## config.mk

```make
export PLATFORM = sky130hd
export DESIGN_NAME = asd_decoder
export DESIGN_NICKNAME = d
export VERILOG_FILES = /design/src/verilog/asd_decoder.v /design/src/verilog/asd_flush_cmp.v /design/src/verilog/asd_pass_map.v
export VERILOG_INCLUDE_DIRS = /design/src /design/src/include
export SDC_FILE = /design/constraint.sdc
export NUM_CORES = 1
export LEC_CHECK = 0
export BUFFER_PORTS_ARGS = -buffer_cell sky130_fd_sc_hd__buf_2
export CAP_MARGIN = 10
export CORE_MARGIN = 10
export CORE_UTILIZATION = 53
export CTS_CLUSTER_DIAMETER = 200
export CTS_CLUSTER_SIZE = 8
export DETAILED_ROUTE_END_ITERATION = 16
export PLACE_DENSITY = 0.92
export REMOVE_ABC_BUFFERS = 1
export SLEW_MARGIN = 20
export SYNTH_ARGS = -nofsm -noshare
export SYNTH_HDL_FRONTEND = slang
export SYNTH_HIERARCHICAL = 1
export SYNTH_SLANG_ARGS = --single-unit
```

## constraint.sdc

```tcl
create_clock -name ref_clk -period 1.8 [get_ports ref_clk]
set_input_delay 0.36 -clock ref_clk [delete_from_list [all_inputs] [get_ports ref_clk]]
set_output_delay 0.36 -clock ref_clk [all_outputs]
set_load 0.005 [all_outputs]
```

## src/include/asd_map.vh

```
`ifndef ASD_MAP_VH
`define ASD_MAP_VH
// ----------------------------------------------------------------
// alternate space identifier codes
// ----------------------------------------------------------------
`define ASD_ID_RSVD0      8'h00
`define ASD_ID_SYSREG     8'h02
`define ASD_ID_FLUSH_PRB  8'h03
`define ASD_ID_MMU_REG    8'h04
`define ASD_ID_DIAG_I     8'h05
`define ASD_ID_DIAG_D     8'h06
`define ASD_ID_DIAG_IO    8'h07
`define ASD_ID_USER_I     8'h08
`define ASD_ID_SUPV_I     8'h09
`define ASD_ID_USER_D     8'h0A
`define ASD_ID_SUPV_D     8'h0B
`define ASD_ID_ITAG       8'h0C
`define ASD_ID_IDATA      8'h0D
`define ASD_ID_DTAG       8'h0E
`define ASD_ID_DDATA      8'h0F
`define ASD_ID_FLUSH_ID   5'h02
`define ASD_ID_FLUSH_IC   5'h03
`define ASD_ID_PASS_HI    4'h2
// ----------------------------------------------------------------
// flush type codes in id bits 2..0
// ----------------------------------------------------------------
`define ASD_FL_PAGE       3'h0
`define ASD_FL_SEGMENT    3'h1
`define ASD_FL_REGION     3'h2
`define ASD_FL_CONTEXT    3'h3
`define ASD_FL_USER       3'h4
// ----------------------------------------------------------------
// address field positions
// ----------------------------------------------------------------
`define ASD_SEL_HI        11
`define ASD_SEL_LO        8
`define ASD_PAGE_LO       12
`define ASD_SEG_LO        18
`define ASD_REG_LO        24
`define ASD_SUB_HI        3
`define ASD_SUB_LO        2
`define ASD_DUAL_BIT      31
// ----------------------------------------------------------------
// access sizes
// ----------------------------------------------------------------
`define ASD_SZ_BYTE       2'h0
`define ASD_SZ_HALF       2'h1
`define ASD_SZ_WORD       2'h2
`define ASD_SZ_DOUBLE     2'h3
// ----------------------------------------------------------------
// target select codes
// ----------------------------------------------------------------
`define ASD_TGT_NONE      4'h0
`define ASD_TGT_SYSREG    4'h1
`define ASD_TGT_FLUSH_PRB 4'h2
`define ASD_TGT_MMU_REG   4'h3
`define ASD_TGT_DIAG      4'h4
`define ASD_TGT_NORMAL    4'h5
`define ASD_TGT_CTAG      4'h6
`define ASD_TGT_CDATA     4'h7
`define ASD_TGT_LFLUSH    4'h8
`define ASD_TGT_PASS      4'h9
`define ASD_CTX_W         8
`endif

```

## src/verilog/asd_decoder.v

```verilog
// Function
// - id 3 selects flush/probe by address bits
// - store flushes, load probes with result
// - flush purges all matching descriptor entries
// - probe one cache, flush both caches
// - id 4 register select, low byte ignored
// - register read one cache, write both
// - non-word register access flagged error
// - ids 5-7 diagnostic descriptor cache access
// - ids 8-B normal instruction/data spaces
// - ids C/D instruction cache tag/data
// - ids E/F data cache tag/data
// - tag subfield and dual tag select
// - ids 10-14 flush line both caches
// - page flush compare criteria
// - segment and region flush compare
// - context flush user lines matching context
// - ids 18-1C flush instruction cache only
// - recognise 3-B and pass-through 20-2F
// - id 2 system status registers
// - reserved ids have no function
// - pass-through physical address from id bits
`timescale 1ns/100ps
`default_nettype none
`include "asd_map.vh"
module asd_decoder (
  input  wire                  ref_clk,
  input  wire                  rst_n,
  input  wire                  acc_valid,
  input  wire                  acc_write,
  input  wire [1:0]            acc_size,
  input  wire [7:0]            alternate_space_id,
  input  wire [31:0]           acc_va,
  input  wire                  acc_is_instr,
  input  wire [`ASD_CTX_W-1:0] ctx_value,
  input  wire [31:12]          line_vtag,
  input  wire                  line_super,
  input  wire [`ASD_CTX_W-1:0] line_ctx,
  output reg                   done_reg,
  output reg                   err_reg,
  output reg                   mmu_hit_reg,
  output reg  [3:0]            target_reg,
  output reg  [3:0]            op_sel_reg,
  output reg  [1:0]            tag_sub_reg,
  output reg                   tag_dual_reg,
  output reg                   tlb_i_en_reg,
  output reg                   tlb_d_en_reg,
  output reg                   tlb_io_en_reg,
  output reg                   tlb_flush_reg,
  output reg                   tlb_probe_reg,
  output reg                   reg_wr_reg,
  output reg                   reg_rd_reg,
  output reg                   icache_en_reg,
  output reg                   dcache_en_reg,
  output reg                   line_flush_reg,
  output reg  [2:0]            flush_type_reg,
  output reg  [31:12]          flush_va_reg,
  output reg  [`ASD_CTX_W-1:0] flush_ctx_reg,
  output reg                   line_hit_reg,
  output reg                   space_super_reg,
  output reg  [35:0]           pa_reg
);
  // ----------------------------------------------------------------
  // combinational decode
  // ----------------------------------------------------------------
  reg  [3:0] tgt_next;
  reg        rec_next;
  reg        err_next;
  reg        pi_next;
  reg        pd_next;
  reg        pio_next;
  reg        fl_next;
  reg        pr_next;
  reg        rw_next;
  reg        rr_next;
  reg        ic_next;
  reg        dc_next;
  reg        lf_next;
  reg        sup_next;
  wire       line_hit_c;
  wire [35:0] pa_c;
  wire [7:0] id;
  assign id = alternate_space_id;

  asd_flush_cmp u_cmp (
    .flush_type (id[2:0]),
    .flush_va   (acc_va[31:12]),
    .cur_ctx    (ctx_value),
    .line_vtag  (line_vtag),
    .line_super (line_super),
    .line_ctx   (line_ctx),
    .line_hit   (line_hit_c)
  );

  asd_pass_map u_pass (
    .alt_id (id),
    .va     (acc_va),
    .pa     (pa_c)
  );

  // decode every id bit into target and strobes
  always @* begin
    tgt_next = `ASD_TGT_NONE;
    rec_next = 1'b0;
    err_next = 1'b0;
    pi_next  = 1'b0;
    pd_next  = 1'b0;
    pio_next = 1'b0;
    fl_next  = 1'b0;
    pr_next  = 1'b0;
    rw_next  = 1'b0;
    rr_next  = 1'b0;
    ic_next  = 1'b0;
    dc_next  = 1'b0;
    lf_next  = 1'b0;
    sup_next = 1'b0;
    case (id)
      `ASD_ID_SYSREG: begin
        tgt_next = `ASD_TGT_SYSREG;
      end
      `ASD_ID_FLUSH_PRB: begin
        tgt_next = `ASD_TGT_FLUSH_PRB;
        rec_next = 1'b1;
        fl_next  = acc_write;
        pr_next  = ~acc_write;
        pi_next  = acc_write | acc_is_instr;
        pd_next  = acc_write | ~acc_is_instr;
      end
      `ASD_ID_MMU_REG: begin
        tgt_next = `ASD_TGT_MMU_REG;
        rec_next = 1'b1;
        err_next = (acc_size != `ASD_SZ_WORD);
        rw_next  = acc_write & (acc_size == `ASD_SZ_WORD);
        rr_next  = ~acc_write & (acc_size == `ASD_SZ_WORD);
        pi_next  = acc_write | acc_is_instr;
        pd_next  = acc_write | ~acc_is_instr;
      end
      `ASD_ID_DIAG_I: begin
        tgt_next = `ASD_TGT_DIAG;
        rec_next = 1'b1;
        pi_next  = 1'b1;
      end
      `ASD_ID_DIAG_D: begin
        tgt_next = `ASD_TGT_DIAG;
        rec_next = 1'b1;
        pd_next  = 1'b1;
      end
      `ASD_ID_DIAG_IO: begin
        tgt_next = `ASD_TGT_DIAG;
        rec_next = 1'b1;
        pio_next = 1'b1;
      end
      `ASD_ID_USER_I, `ASD_ID_SUPV_I: begin
        tgt_next = `ASD_TGT_NORMAL;
        rec_next = 1'b1;
        pi_next  = 1'b1;
        sup_next = id[0];
      end
      `ASD_ID_USER_D, `ASD_ID_SUPV_D: begin
        tgt_next = `ASD_TGT_NORMAL;
        rec_next = 1'b1;
        pd_next  = 1'b1;
        sup_next = id[0];
      end
      `ASD_ID_ITAG: begin
        tgt_next = `ASD_TGT_CTAG;
        ic_next  = 1'b1;
      end
      `ASD_ID_IDATA: begin
        tgt_next = `ASD_TGT_CDATA;
        ic_next  = 1'b1;
      end
      `ASD_ID_DTAG: begin
        tgt_next = `ASD_TGT_CTAG;
        dc_next  = 1'b1;
      end
      `ASD_ID_DDATA: begin
        tgt_next = `ASD_TGT_CDATA;
        dc_next  = 1'b1;
      end
      default: begin
        if (id[7:3] == `ASD_ID_FLUSH_ID && id[2:0] <= `ASD_FL_USER) begin
          tgt_next = `ASD_TGT_LFLUSH;
          lf_next  = acc_write;
          ic_next  = acc_write;
          dc_next  = acc_write;
        end else if (id[7:3] == `ASD_ID_FLUSH_IC && id[2:0] <= `ASD_FL_USER) begin
          tgt_next = `ASD_TGT_LFLUSH;
          lf_next  = acc_write;
          ic_next  = acc_write;
        end else if (id[7:4] == `ASD_ID_PASS_HI) begin
          tgt_next = `ASD_TGT_PASS;
          rec_next = 1'b1;
        end
        // ids 0, 1, 15-17, 1D-1F, 30-FF stay without function
      end
    endcase
  end

  // ----------------------------------------------------------------
  // registered outputs, one result per accepted access
  // ----------------------------------------------------------------
  always @(posedge ref_clk or negedge rst_n) begin
    if (!rst_n) begin
      done_reg        <= 1'b0;
      err_reg         <= 1'b0;
      mmu_hit_reg     <= 1'b0;
      target_reg      <= `ASD_TGT_NONE;
      op_sel_reg      <= 4'h0;
      tag_sub_reg     <= 2'h0;
      tag_dual_reg    <= 1'b0;
      tlb_i_en_reg    <= 1'b0;
      tlb_d_en_reg    <= 1'b0;
      tlb_io_en_reg   <= 1'b0;
      tlb_flush_reg   <= 1'b0;
      tlb_probe_reg   <= 1'b0;
      reg_wr_reg      <= 1'b0;
      reg_rd_reg      <= 1'b0;
      icache_en_reg   <= 1'b0;
      dcache_en_reg   <= 1'b0;
      line_flush_reg  <= 1'b0;
      flush_type_reg  <= 3'h0;
      flush_va_reg    <= 20'h0_0000;
      flush_ctx_reg   <= {`ASD_CTX_W{1'b0}};
      line_hit_reg    <= 1'b0;
      space_super_reg <= 1'b0;
      pa_reg          <= 36'h0_0000_0000;
    end else begin
      done_reg       <= acc_valid;
      err_reg        <= acc_valid & err_next;
      mmu_hit_reg    <= acc_valid & rec_next;
      tlb_i_en_reg   <= acc_valid & pi_next & ~err_next;
      tlb_d_en_reg   <= acc_valid & pd_next & ~err_next;
      tlb_io_en_reg  <= acc_valid & pio_next;
      tlb_flush_reg  <= acc_valid & fl_next;
      tlb_probe_reg  <= acc_valid & pr_next;
      reg_wr_reg     <= acc_valid & rw_next;
      reg_rd_reg     <= acc_valid & rr_next;
      icache_en_reg  <= acc_valid & ic_next;
      dcache_en_reg  <= acc_valid & dc_next;
      line_flush_reg <= acc_valid & lf_next;
      line_hit_reg   <= acc_valid & lf_next & line_hit_c;
      if (acc_valid) begin
        target_reg      <= tgt_next;
        op_sel_reg      <= acc_va[`ASD_SEL_HI:`ASD_SEL_LO];
        tag_sub_reg     <= acc_va[`ASD_SUB_HI:`ASD_SUB_LO];
        tag_dual_reg    <= acc_va[`ASD_DUAL_BIT];
        flush_type_reg  <= id[2:0];
        flush_va_reg    <= acc_va[31:12];
        flush_ctx_reg   <= ctx_value;
        space_super_reg <= sup_next;
        pa_reg          <= pa_c;
      end
    end
  end
endmodule // asd_decoder
`default_nettype wire

```

## src/verilog/asd_flush_cmp.v

```verilog
`timescale 1ns/100ps
`default_nettype none
`include "asd_map.vh"
// ----------------------------------------------------------------
// line flush compare for one cache line tag
// ----------------------------------------------------------------
module asd_flush_cmp (
  input  wire [2:0]            flush_type,
  input  wire [31:12]          flush_va,
  input  wire [`ASD_CTX_W-1:0] cur_ctx,
  input  wire [31:12]          line_vtag,
  input  wire                  line_super,
  input  wire [`ASD_CTX_W-1:0] line_ctx,
  output reg                   line_hit
);
  wire context_match;
  assign context_match = (line_ctx == cur_ctx);
  // compare criteria per flush type
  always @* begin
    case (flush_type)
      `ASD_FL_PAGE:
        line_hit = (line_super | context_match) &
                   (line_vtag[31:`ASD_PAGE_LO] == flush_va[31:`ASD_PAGE_LO]);
      `ASD_FL_SEGMENT:
        line_hit = (line_super | context_match) &
                   (line_vtag[31:`ASD_SEG_LO] == flush_va[31:`ASD_SEG_LO]);
      `ASD_FL_REGION:
        line_hit = (line_super | context_match) &
                   (line_vtag[31:`ASD_REG_LO] == flush_va[31:`ASD_REG_LO]);
      `ASD_FL_CONTEXT:
        line_hit = ~line_super & context_match;
      `ASD_FL_USER:
        line_hit = ~line_super; // user lines, detail left to cache
      default:
        line_hit = 1'b0;
    endcase
  end
endmodule // asd_flush_cmp
`default_nettype wire

```

## src/verilog/asd_pass_map.v

```verilog
`timescale 1ns/100ps
`default_nettype none
`include "asd_map.vh"
// ----------------------------------------------------------------
// physical address forming for pass-through spaces
// ----------------------------------------------------------------
module asd_pass_map (
  input  wire [7:0]  alt_id,
  input  wire [31:0] va,
  output wire [35:0] pa
);
  assign pa = {alt_id[3:0], va};
endmodule // asd_pass_map
`default_nettype wire

```

==> results of run 1 <==
-- placed cells by master (no fill, tap or decap), types with 2 or more instances in the layout --
| cell | netlist | final |
|---|---|---|
| nor4_2 | 1 | 3 |
| nand4_1 | 2 | 2 |
| nand3b_1 | 3 | 3 |
| nor4_1 | 4 | 2 |
| buf_4 | 37 | 20 |
| inv_1 | 8 | 8 |
| mux2_1 | 72 | 72 |
| clkinv_4 | 0 | 2 |
| and3_1 | 4 | 4 |
| nor2b_1 | 5 | 5 |
| nor2_1 | 13 | 13 |
| nand2b_1 | 7 | 7 |
| nor3_1 | 2 | 2 |
| a31o_1 | 2 | 2 |
| clkinv_2 | 0 | 3 |
| nand2_1 | 6 | 6 |
| clkbuf_8 | 0 | 10 |
| dfrtp_1 | 92 | 92 |
| o22ai_1 | 3 | 3 |
| o21ai_1 | 3 | 3 |
| xor2_1 | 19 | 19 |
| a21oi_1 | 6 | 6 |
| xnor2_1 | 9 | 9 |
| o21ai_0 | 2 | 2 |
| buf_12 | 0 | 2 |
| buf_2 | 2 | 174 |
| nand3_1 | 3 | 3 |
-- cell usage after synthesis (2+ instances only) --
cell type   n  area, sq um
xor2_1     19          166
nand4_1     2         12.5
clkbuf_1   10         37.5
mux2_1     72          811
buf_1       2         7.51
nand2_1     6         22.5
and3_1      4         25.0
o21ai_0     2         10.0
buf_4      37          278
nand3_1     3         15.0
nor2b_1     5         31.3
dfrtp_1    92         2300
o21ai_1     3         15.0
nor3_1      2         10.0
o22ai_1     3         18.8
nor4_1      4         25.0
nand2b_1    7         43.8
inv_1       8         30.0
xnor2_1     9         78.8
a21oi_1     6         30.0
buf_2       2         10.0
nor2_1     13         48.8
a31o_1      2         17.5
nand3b_1    3         22.5
-- metal layers --
metal  GRT usage [%]  vias to the layer above
li1                -                     1429
met1            20.1                     1503
met2            29.2                      137
met3            6.26                       13
met4            5.11                        0
met5               0                        -
-- layout make-up --
cell class              count  area [sq um]
well taps                 102           128
flip-flops and latches     92          2300
clock buffers              10           138
repair buffers            196          1060
inverters                   8          30.0
fillers                   600          2480
multi-input cells         184          1590
clock inverters             6          40.0
-- how the worst max path moves through the flow --
| stage | from | end | slack (ns) | cells after the start |
|---|---|---|---|---|
| 2_1_floorplan | acc_va[31] | line_hit_reg$_DFF_PN0_ | -0.02 | 7 |
| 3_3_place_gp | acc_va[31] | line_hit_reg$_DFF_PN0_ | -0.25 | 8 |
| 3_5_place_dp | acc_va[31] | line_hit_reg$_DFF_PN0_ | -0.38 | 8 |
| 4_1_cts | ctx_value[5] | line_hit_reg$_DFF_PN0_ | 0.04 | 9 |
| 5_1_grt | ctx_value[1] | line_hit_reg$_DFF_PN0_ | -0.001 | 9 |
| 6_report | ctx_value[1] | line_hit_reg$_DFF_PN0_ | 0.08 | 9 |
-- stage by stage --
stage | power (W) | TNS, ns | hold slack [ns]
after floorplan | 0.00259 | -0.0188 | 0.0644
after global placement | 0.00306 | -0.253 | 0.432
after detailed placement | 0.00310 | -0.377 | 0.444
after CTS | 0.00435 | 0 | 0.0652
after global routing | 0.00454 | -0.00116 | 0.0832
final | 0.00431 | 0 | 0.0278
-- report_power, final --
group	internal [W]	leakage [nW]	switching [W]	total, W
sequential	0.00223	1.12	0.0000764	0.00231
combinational	0.000374	1.41	0.000364	0.000738
clock	0.000538	0.0920	0.000719	0.00126
total	0.00315	2.62	0.00116	0.00431
-- repair_timing --
| action | in CTS | in global routing |
|---|---|---|
| gates resized for setup | 1 | 1 |
| endpoints found under the setup margin | 1 | 1 |
| pin swaps | 1 | 0 |
| gates cloned | 0 | 0 |
-- cell families after synthesis --
kind of cell	after synthesis	synth area share, %
flip-flops	92	54.2
multiplexers	73	19.3
AND/OR/NAND/NOR	57	7.99
buffers and inverters	59	8.55
AO/OA/AOI/OAI	26	4.13
XOR/XNOR	28	5.78
==> flow_summary.ini, run 1 <==
[die]
row_count = 32
chipWidth_um = 110
die_h_um = 110
die_area_sq_mm = 0.0120
core_sq_mm = 0.00777
initial_utilization_pct = 54.7
io_pins = 177

[final_layout]
final_core_util_pct = 68.1
finalNetCount = 575
layout-drive-gt1-share_pct = 44.0
diodes = 0
final_area_sq_mm = 0.00529
syn_to_final_growth_pct = 24.6
largest_reg_flops = 36
fin_cells = 598

[clocking]
cts_buffers = 9
h-tree-depth = 3
clockRootBuffer = clkbuf_8
cts_tree = done
clock_path_buffers = 2
cts_num_sinks = 92
clk_latency_ns = 0.33
post-cts-setup-buffers = 0
cts_hold_buf = 0
clkTransAtPathRegs_ns = 0.09

[detailed_routing]
post_drt_wl_per_cell_um = 17.4
drtIter0Drc = 71
drt_wl_total_um = 10400
drt-met1-wl_um = 3970
drc_errors = 0
vias_per_cell = 5.15
highest_layer = met4
first_pass_iters = 5
vias = 3082
wl_met2_um = 5190
ant_nets = 0
wl_met3_um = 1120

[timing]
drv_slew = 0
fin_crit_sh_pct = 95.7
final_hold_viol_count = 0
skew_ns = 0
min_period_ns = 1.72
fin_ws_ns = 0.0782
rsz0062_at_grt = true
slew_headroom_pct = 67.2
tightest_slew_ns = 0.493
setup_viol = 0
fmax_ghz = 0.581

[critical_path]
ff2ff_path_depth = 2
r2r_start = target_reg[3]$_DFFE_PN0P_
critPathMaxStageDelay_ns = 0.36
crit_buf_inv = 2
critPathMaxFanout = 2
cp_cell_sequence = buf_2 -> xor2_1 -> nor4_2 -> buf_4 -> a21oi_1 -> nor4_2 -> a21oi_1 -> o32ai_1 -> and3_1
worstSetupPathType = input port to flip-flop
crit_path_end_kind = flip-flop
crit_required_ns = 2.08
arrival_ns = 2.00
critPathTopFamily = simple AND/OR/NAND/NOR gates
reg2reg_to = target_reg[3]$_DFFE_PN0P_
r2r_slack_ns = 1.00
worstSetupStartpointType = input port
cp_slowest_cell = nor4_2

[global_route]
first_global_vias = 3339
antenna_found_initial = 0
grt.overflow.total = 0
grt_max_degree = 93
grt_pass1_wl_um = 16500
grt_use_total_pct = 17.2

[placed_design]
placed_cell_area_sq_mm = 0.00510
pre_cts_slack_ns = -0.377
place_congestion = 0.838
io_buffers = 176
dpl.hpwl_um = 8200
placed_cells = 582

[synth]
synthFlopType = dfrtp_1
synth_edf_count = 0
synth_cell_types = 43
seq_area_frac_synth_pct = 54.2
synth-seq-cells = 92
syn_avg_cell_area_sq_um = 12.7
synth_area_sq_mm = 0.00425
synthArstFlopShare_pct = 100
synthesis.instances = 335
yosysWarnings = 6

[min_path]
hold_class = input port to asynchronous set/reset pin

[flow_run]
maxCapViolations = 0

[outcome]
status = finished clean

[power_and_ir_drop]
p_per_area_mw_per_mm2 = 814
peakVddDrop_v = 0.000585
leakage_nw = 2.62
Power figures use the tool's default switching activity.
==> run 2: changes to the inputs <==
--- a/config.mk
+++ b/config.mk
@@ -15,6 +15,7 @@
 export DETAILED_ROUTE_END_ITERATION = 16
 export PLACE_DENSITY = 0.92
 export REMOVE_ABC_BUFFERS = 1
+export SETUP_SLACK_MARGIN = 0.2
 export SLEW_MARGIN = 20
 export SYNTH_ARGS = -nofsm -noshare
 export SYNTH_HDL_FRONTEND = slang
==> flow_summary.ini, run 2 (synthesis gave the netlist of run 1 again) <==
[outcome]
status = finished clean

[final_layout]
seqCellArea_sq_mm = 0.00230
num-fill-cells = 569
mostFrequentLayoutCells = buf_2, dfrtp_1, mux2_1
multi_input_area_sq_mm = 0.00168
syn_to_final_growth_pct = 28.4
layout-drive-gt1-share_pct = 46.2
largest_reg_flops = 36
final_core_util_pct = 70.2
diodes = 0
finalNetCount = 575
final_area_sq_mm = 0.00545
final_common_cell = buf_2

[detailed_routing]
drtIter0Drc = 71
first_pass_iters = 4
post_drt_wl_per_cell_um = 17.9
ant_nets = 0
drc_errors = 0
drt_wl_total_um = 10700
vias = 3061
vias_per_cell = 5.12

[global_route]
antenna_found_initial = 0
grt_pass1_wl_um = 16700
grt_max_degree = 93
first_global_vias = 3348
grt_use_total_pct = 17.5
grt.overflow.total = 0

[timing]
fmax_ghz = 0.577
fin_hold_ws_ns = 0.0271
setup_viol = 0
fin_ws_ns = 0.0675
fin_crit_sh_pct = 96.3
tightest_slew_ns = 0.499
slew_headroom_pct = 66.5
drv_slew = 0
rsz0062_at_grt = true
skew_ns = 0
final_hold_viol_count = 0
min_period_ns = 1.73

[critical_path]
crit_path_end_kind = flip-flop
crit_start = line_vtag[26]
r2r_slack_ns = 1.00
reg2reg_to = pa_reg[24]$_DFFE_PN0P_
crit_required_ns = 2.08
r2r_start = pa_reg[24]$_DFFE_PN0P_
arrival_ns = 2.01
ff2ff_path_depth = 1
critPathCapture = line_hit_reg$_DFF_PN0_
worstSetupStartpointType = input port
critPathMaxFanout = 2
worstSetupPathType = input port to flip-flop

[clocking]
clock_path_buffers = 2
cts_buffers = 9
h-tree-depth = 3
cts_tree = done
cts_num_sinks = 92
clkTransAtPathRegs_ns = 0.09
clk_latency_ns = 0.33
clockRootBuffer = clkbuf_8

[placed_design]
placed_cell_area_sq_mm = 0.00510
dpl.hpwl_um = 8200
place_congestion = 0.838
io_buffers = 176
pre_cts_slack_ns = -0.377

[die]
initial_utilization_pct = 54.7
row_count = 32
die_area_sq_mm = 0.0120
chipWidth_um = 110
core_sq_mm = 0.00777
die_h_um = 110
io_pins = 177

[power_and_ir_drop]
power_w = 0.00435
peakVddDrop_v = 0.000599
p_per_area_mw_per_mm2 = 798
leakage_nw = 2.69

[min_path]
hold_class = input port to asynchronous set/reset pin

[flow_run]
maxCapViolations = 0
run 2: changes by cell type in the layout (fill, tap and decap cells not counted), moves of 7 or more:
cell,change
xnor2_2,+7
buf_6,+11
buf_2,-12
xnor2_1,-7
run 2: layer usage:
layer / vias to the layer above / routed length [um] / global-route usage, %
met5: - / 0 / 0
met4: 0 / 137 / 5.11
met3: 13 / 1110 / 6.32
met2: 121 / 5350 / 29.7
met1: 1499 / 4080 / 20.3
li1: 1428 / - / -
run 2: power breakdown:
part | leakage [nW] | internal (W) | switching, W
clock | 0.0920 | 0.000538 | 0.000719
combinational | 1.49 | 0.000403 | 0.000378
sequential | 1.12 | 0.00223 | 0.0000773
run 2: timing repair:
item	CTS	global route
setup endpoints to repair	1	1
resized for setup	10	22
setup buffers	0	0
pin swaps	9	11
hold buffers	0	0
run 2: metrics by stage:
stage	TNS, ns	std cells
finish	0	598
global route	0	598
CTS	0	598
detailed placement	-0.377	582
global placement	-0.253	582
floorplan	-0.0188	284
run 2: worst min path at each step:
stage,end,startpoint
floorplan,dcache_en_reg$_DFF_PN0_,rst_n
global placement,tlb_probe_reg$_DFF_PN0_,rst_n
detailed placement,tlb_flush_reg$_DFF_PN0_,rst_n
CTS,tlb_flush_reg$_DFF_PN0_,rst_n
global route,tlb_flush_reg$_DFF_PN0_,rst_n
finish,tlb_flush_reg$_DFF_PN0_,rst_n
run 2: critical path, stage by stage:
cell	delay, ns
buf_8	0.10
xnor2_2	0.14
nand4_1	0.13
or4_4	0.52
nor4_4	0.30
a21oi_1	0.07
o32ai_1	0.22
and3_1	0.18
run 2: layout make-up:
class | count | area share [%]
clock inverter | 6 | 0.734
inverter | 8 | 0.551
sequential | 92 | 42.2
timing repair buffer | 196 | 20.9
multi-input combinational | 184 | 30.7
clock buffer | 10 | 2.52
tap | 102 | 2.34
==> run 3: changes to the inputs <==
--- a/config.mk
+++ b/config.mk
@@ -10,6 +10,7 @@
 export CAP_MARGIN = 10
 export CORE_MARGIN = 10
 export CORE_UTILIZATION = 53
+export CTS_BUF_LIST = sky130_fd_sc_hd__clkbuf_16
 export CTS_CLUSTER_DIAMETER = 200
 export CTS_CLUSTER_SIZE = 8
 export DETAILED_ROUTE_END_ITERATION = 16
==> flow_summary.ini, run 3 (synthesis gave the netlist of run 1 again) <==
[outcome]
status = finished clean

[global_route]
met1_usage_pct = 20.5
grt_util_met3_pct = 6.38
antenna_found_initial = 0
grt_pass1_wl_um = 16800
gr-usage-met2_pct = 29.6
grt_max_degree = 93
grt.overflow.total = 0
grt_use_total_pct = 17.6
grt-busiest-layer = met2
first_global_vias = 3346

[critical_path]
r2r_start = flush_va_reg[29]$_DFFE_PN0P_
reg2reg_to = flush_va_reg[29]$_DFFE_PN0P_
worstSetupPathType = input port to flip-flop
r2r_slack_ns = 1.00
crit_path_end_kind = flip-flop
cp_slowest_cell = or4_4
critPathMaxStageDelay_ns = 0.52
worstSetupStartpointType = input port
critPathMaxFanout = 2
crit_required_ns = 2.06
arrival_ns = 2.06
ff2ff_path_depth = 1
cp_cell_sequence = buf_8 -> xnor2_2 -> nand4_1 -> or4_4 -> nor4_4 -> a21oi_1 -> o32ai_1 -> and3_1

[die]
initial_utilization_pct = 54.7
core_sq_mm = 0.00777
io_pins = 177
die_area_sq_mm = 0.0120
die_h_um = 110
chipWidth_um = 110
row_count = 32

[detailed_routing]
first_pass_iters = 4
vias = 3087
drtIter0Drc = 55
ant_nets = 0
drc_errors = 0
drt_wl_total_um = 10700
post_drt_wl_per_cell_um = 17.8
vias_per_cell = 5.16

[final_layout]
syn_to_final_growth_pct = 30.6
largest_reg_flops = 36
diodes = 0
final_common_cell = buf_2
final_area_sq_mm = 0.00554
layout-drive-gt1-share_pct = 46.0
finalNetCount = 575
mostFrequentLayoutCells = buf_2, dfrtp_1, mux2_1

[clocking]
cts_num_sinks = 92
cts_buffers = 9
clock_path_buffers = 2
clk_latency_ns = 0.32
clockRootBuffer = clkbuf_16
post-cts-setup-buffers = 0
cts_hold_buf = 0
clkTransAtPathRegs_ns = 0.07
cts_tree = done
h-tree-depth = 3

[timing]
min_period_ns = 1.80
rsz0062_at_grt = true
skew_ns = 0
slew_headroom_pct = 66.3
fin_hold_ws_ns = 0.0687
drv_slew = 0
final_hold_viol_count = 0
fin_crit_sh_pct = 99.8
tightest_slew_ns = 0.503
fmax_ghz = 0.557
setup_viol = 0

[power_and_ir_drop]
peakVddDrop_v = 0.000440
leakage_nw = 2.74
p_per_area_mw_per_mm2 = 864

[placed_design]
place_congestion = 0.838
dpl.hpwl_um = 8200
placed_cell_area_sq_mm = 0.00510
io_buffers = 176

[min_path]
hold_class = input port to asynchronous set/reset pin

[flow_run]
maxCapViolations = 0
## run 3: area by class of cell
cell class                 instances  area [sq um]
timing repair buffer             196          1140
inverter                           8          30.0
clock buffer                       9           225
clock inverter                     7          43.8
fill                             559          2220
multi-input combinational        184          1680
sequential                        92          2300
tap                              102           128
## run 3: worst max path at each step
stage,startpoint,endpoint,slack [ns],cells past startpoint
after floorplan,acc_va[31],line_hit_reg$_DFF_PN0_,-0.02,7
after global placement,acc_va[31],line_hit_reg$_DFF_PN0_,-0.25,8
after detailed placement,acc_va[31],line_hit_reg$_DFF_PN0_,-0.38,8
after CTS,line_ctx[2],line_hit_reg$_DFF_PN0_,0.08,9
after global routing,line_vtag[26],line_hit_reg$_DFF_PN0_,-0.02,8
final,line_vtag[26],line_hit_reg$_DFF_PN0_,0.004,8
## run 3: power breakdown
part / leakage (nW) / switching, W / internal (W)
Sequential: 1.12 / 0.0000767 / 0.00224
Clock: 0.133 / 0.000767 / 0.000928
Combinational: 1.49 / 0.000378 / 0.000403
Total: 2.74 / 0.00122 / 0.00357
## run 3: timing repair
action / 4_1_cts / 5_1_grt
resized for setup: 10 / 22
pin swaps: 9 / 11
setup endpoints to repair: 1 / 1
## run 3: per-layer routing
metal | vias to the layer above | share of wire (%)
li1 | 1433 | -
met1 | 1504 | 38
met2 | 136 | 50
met3 | 14 | 11
met4 | 0 | 1.3
met5 | - | 0
## run 3: worst max-delay path, delay by kind of cell
family	cells	cell delay [ns]
simple gates	4	1.14
compound gates	2	0.32
buf+inv	1	0.10
xor+xnor	1	0.14
## run 3: through the flow
stage	power (W)	cells	util (%)	setup TNS, ns	worst slack, ns
2_1_floorplan	0.00259	284	-	-0.0188	-0.0188
3_3_place_gp	0.00306	582	65.7	-0.253	-0.253
3_5_place_dp	0.00310	582	65.7	-0.377	-0.377
4_1_cts	0.00482	598	69.9	0	0.0775
5_1_grt	0.00504	598	71.4	-0.0166	-0.0166
6_report	0.00479	598	71.4	0	0.00393
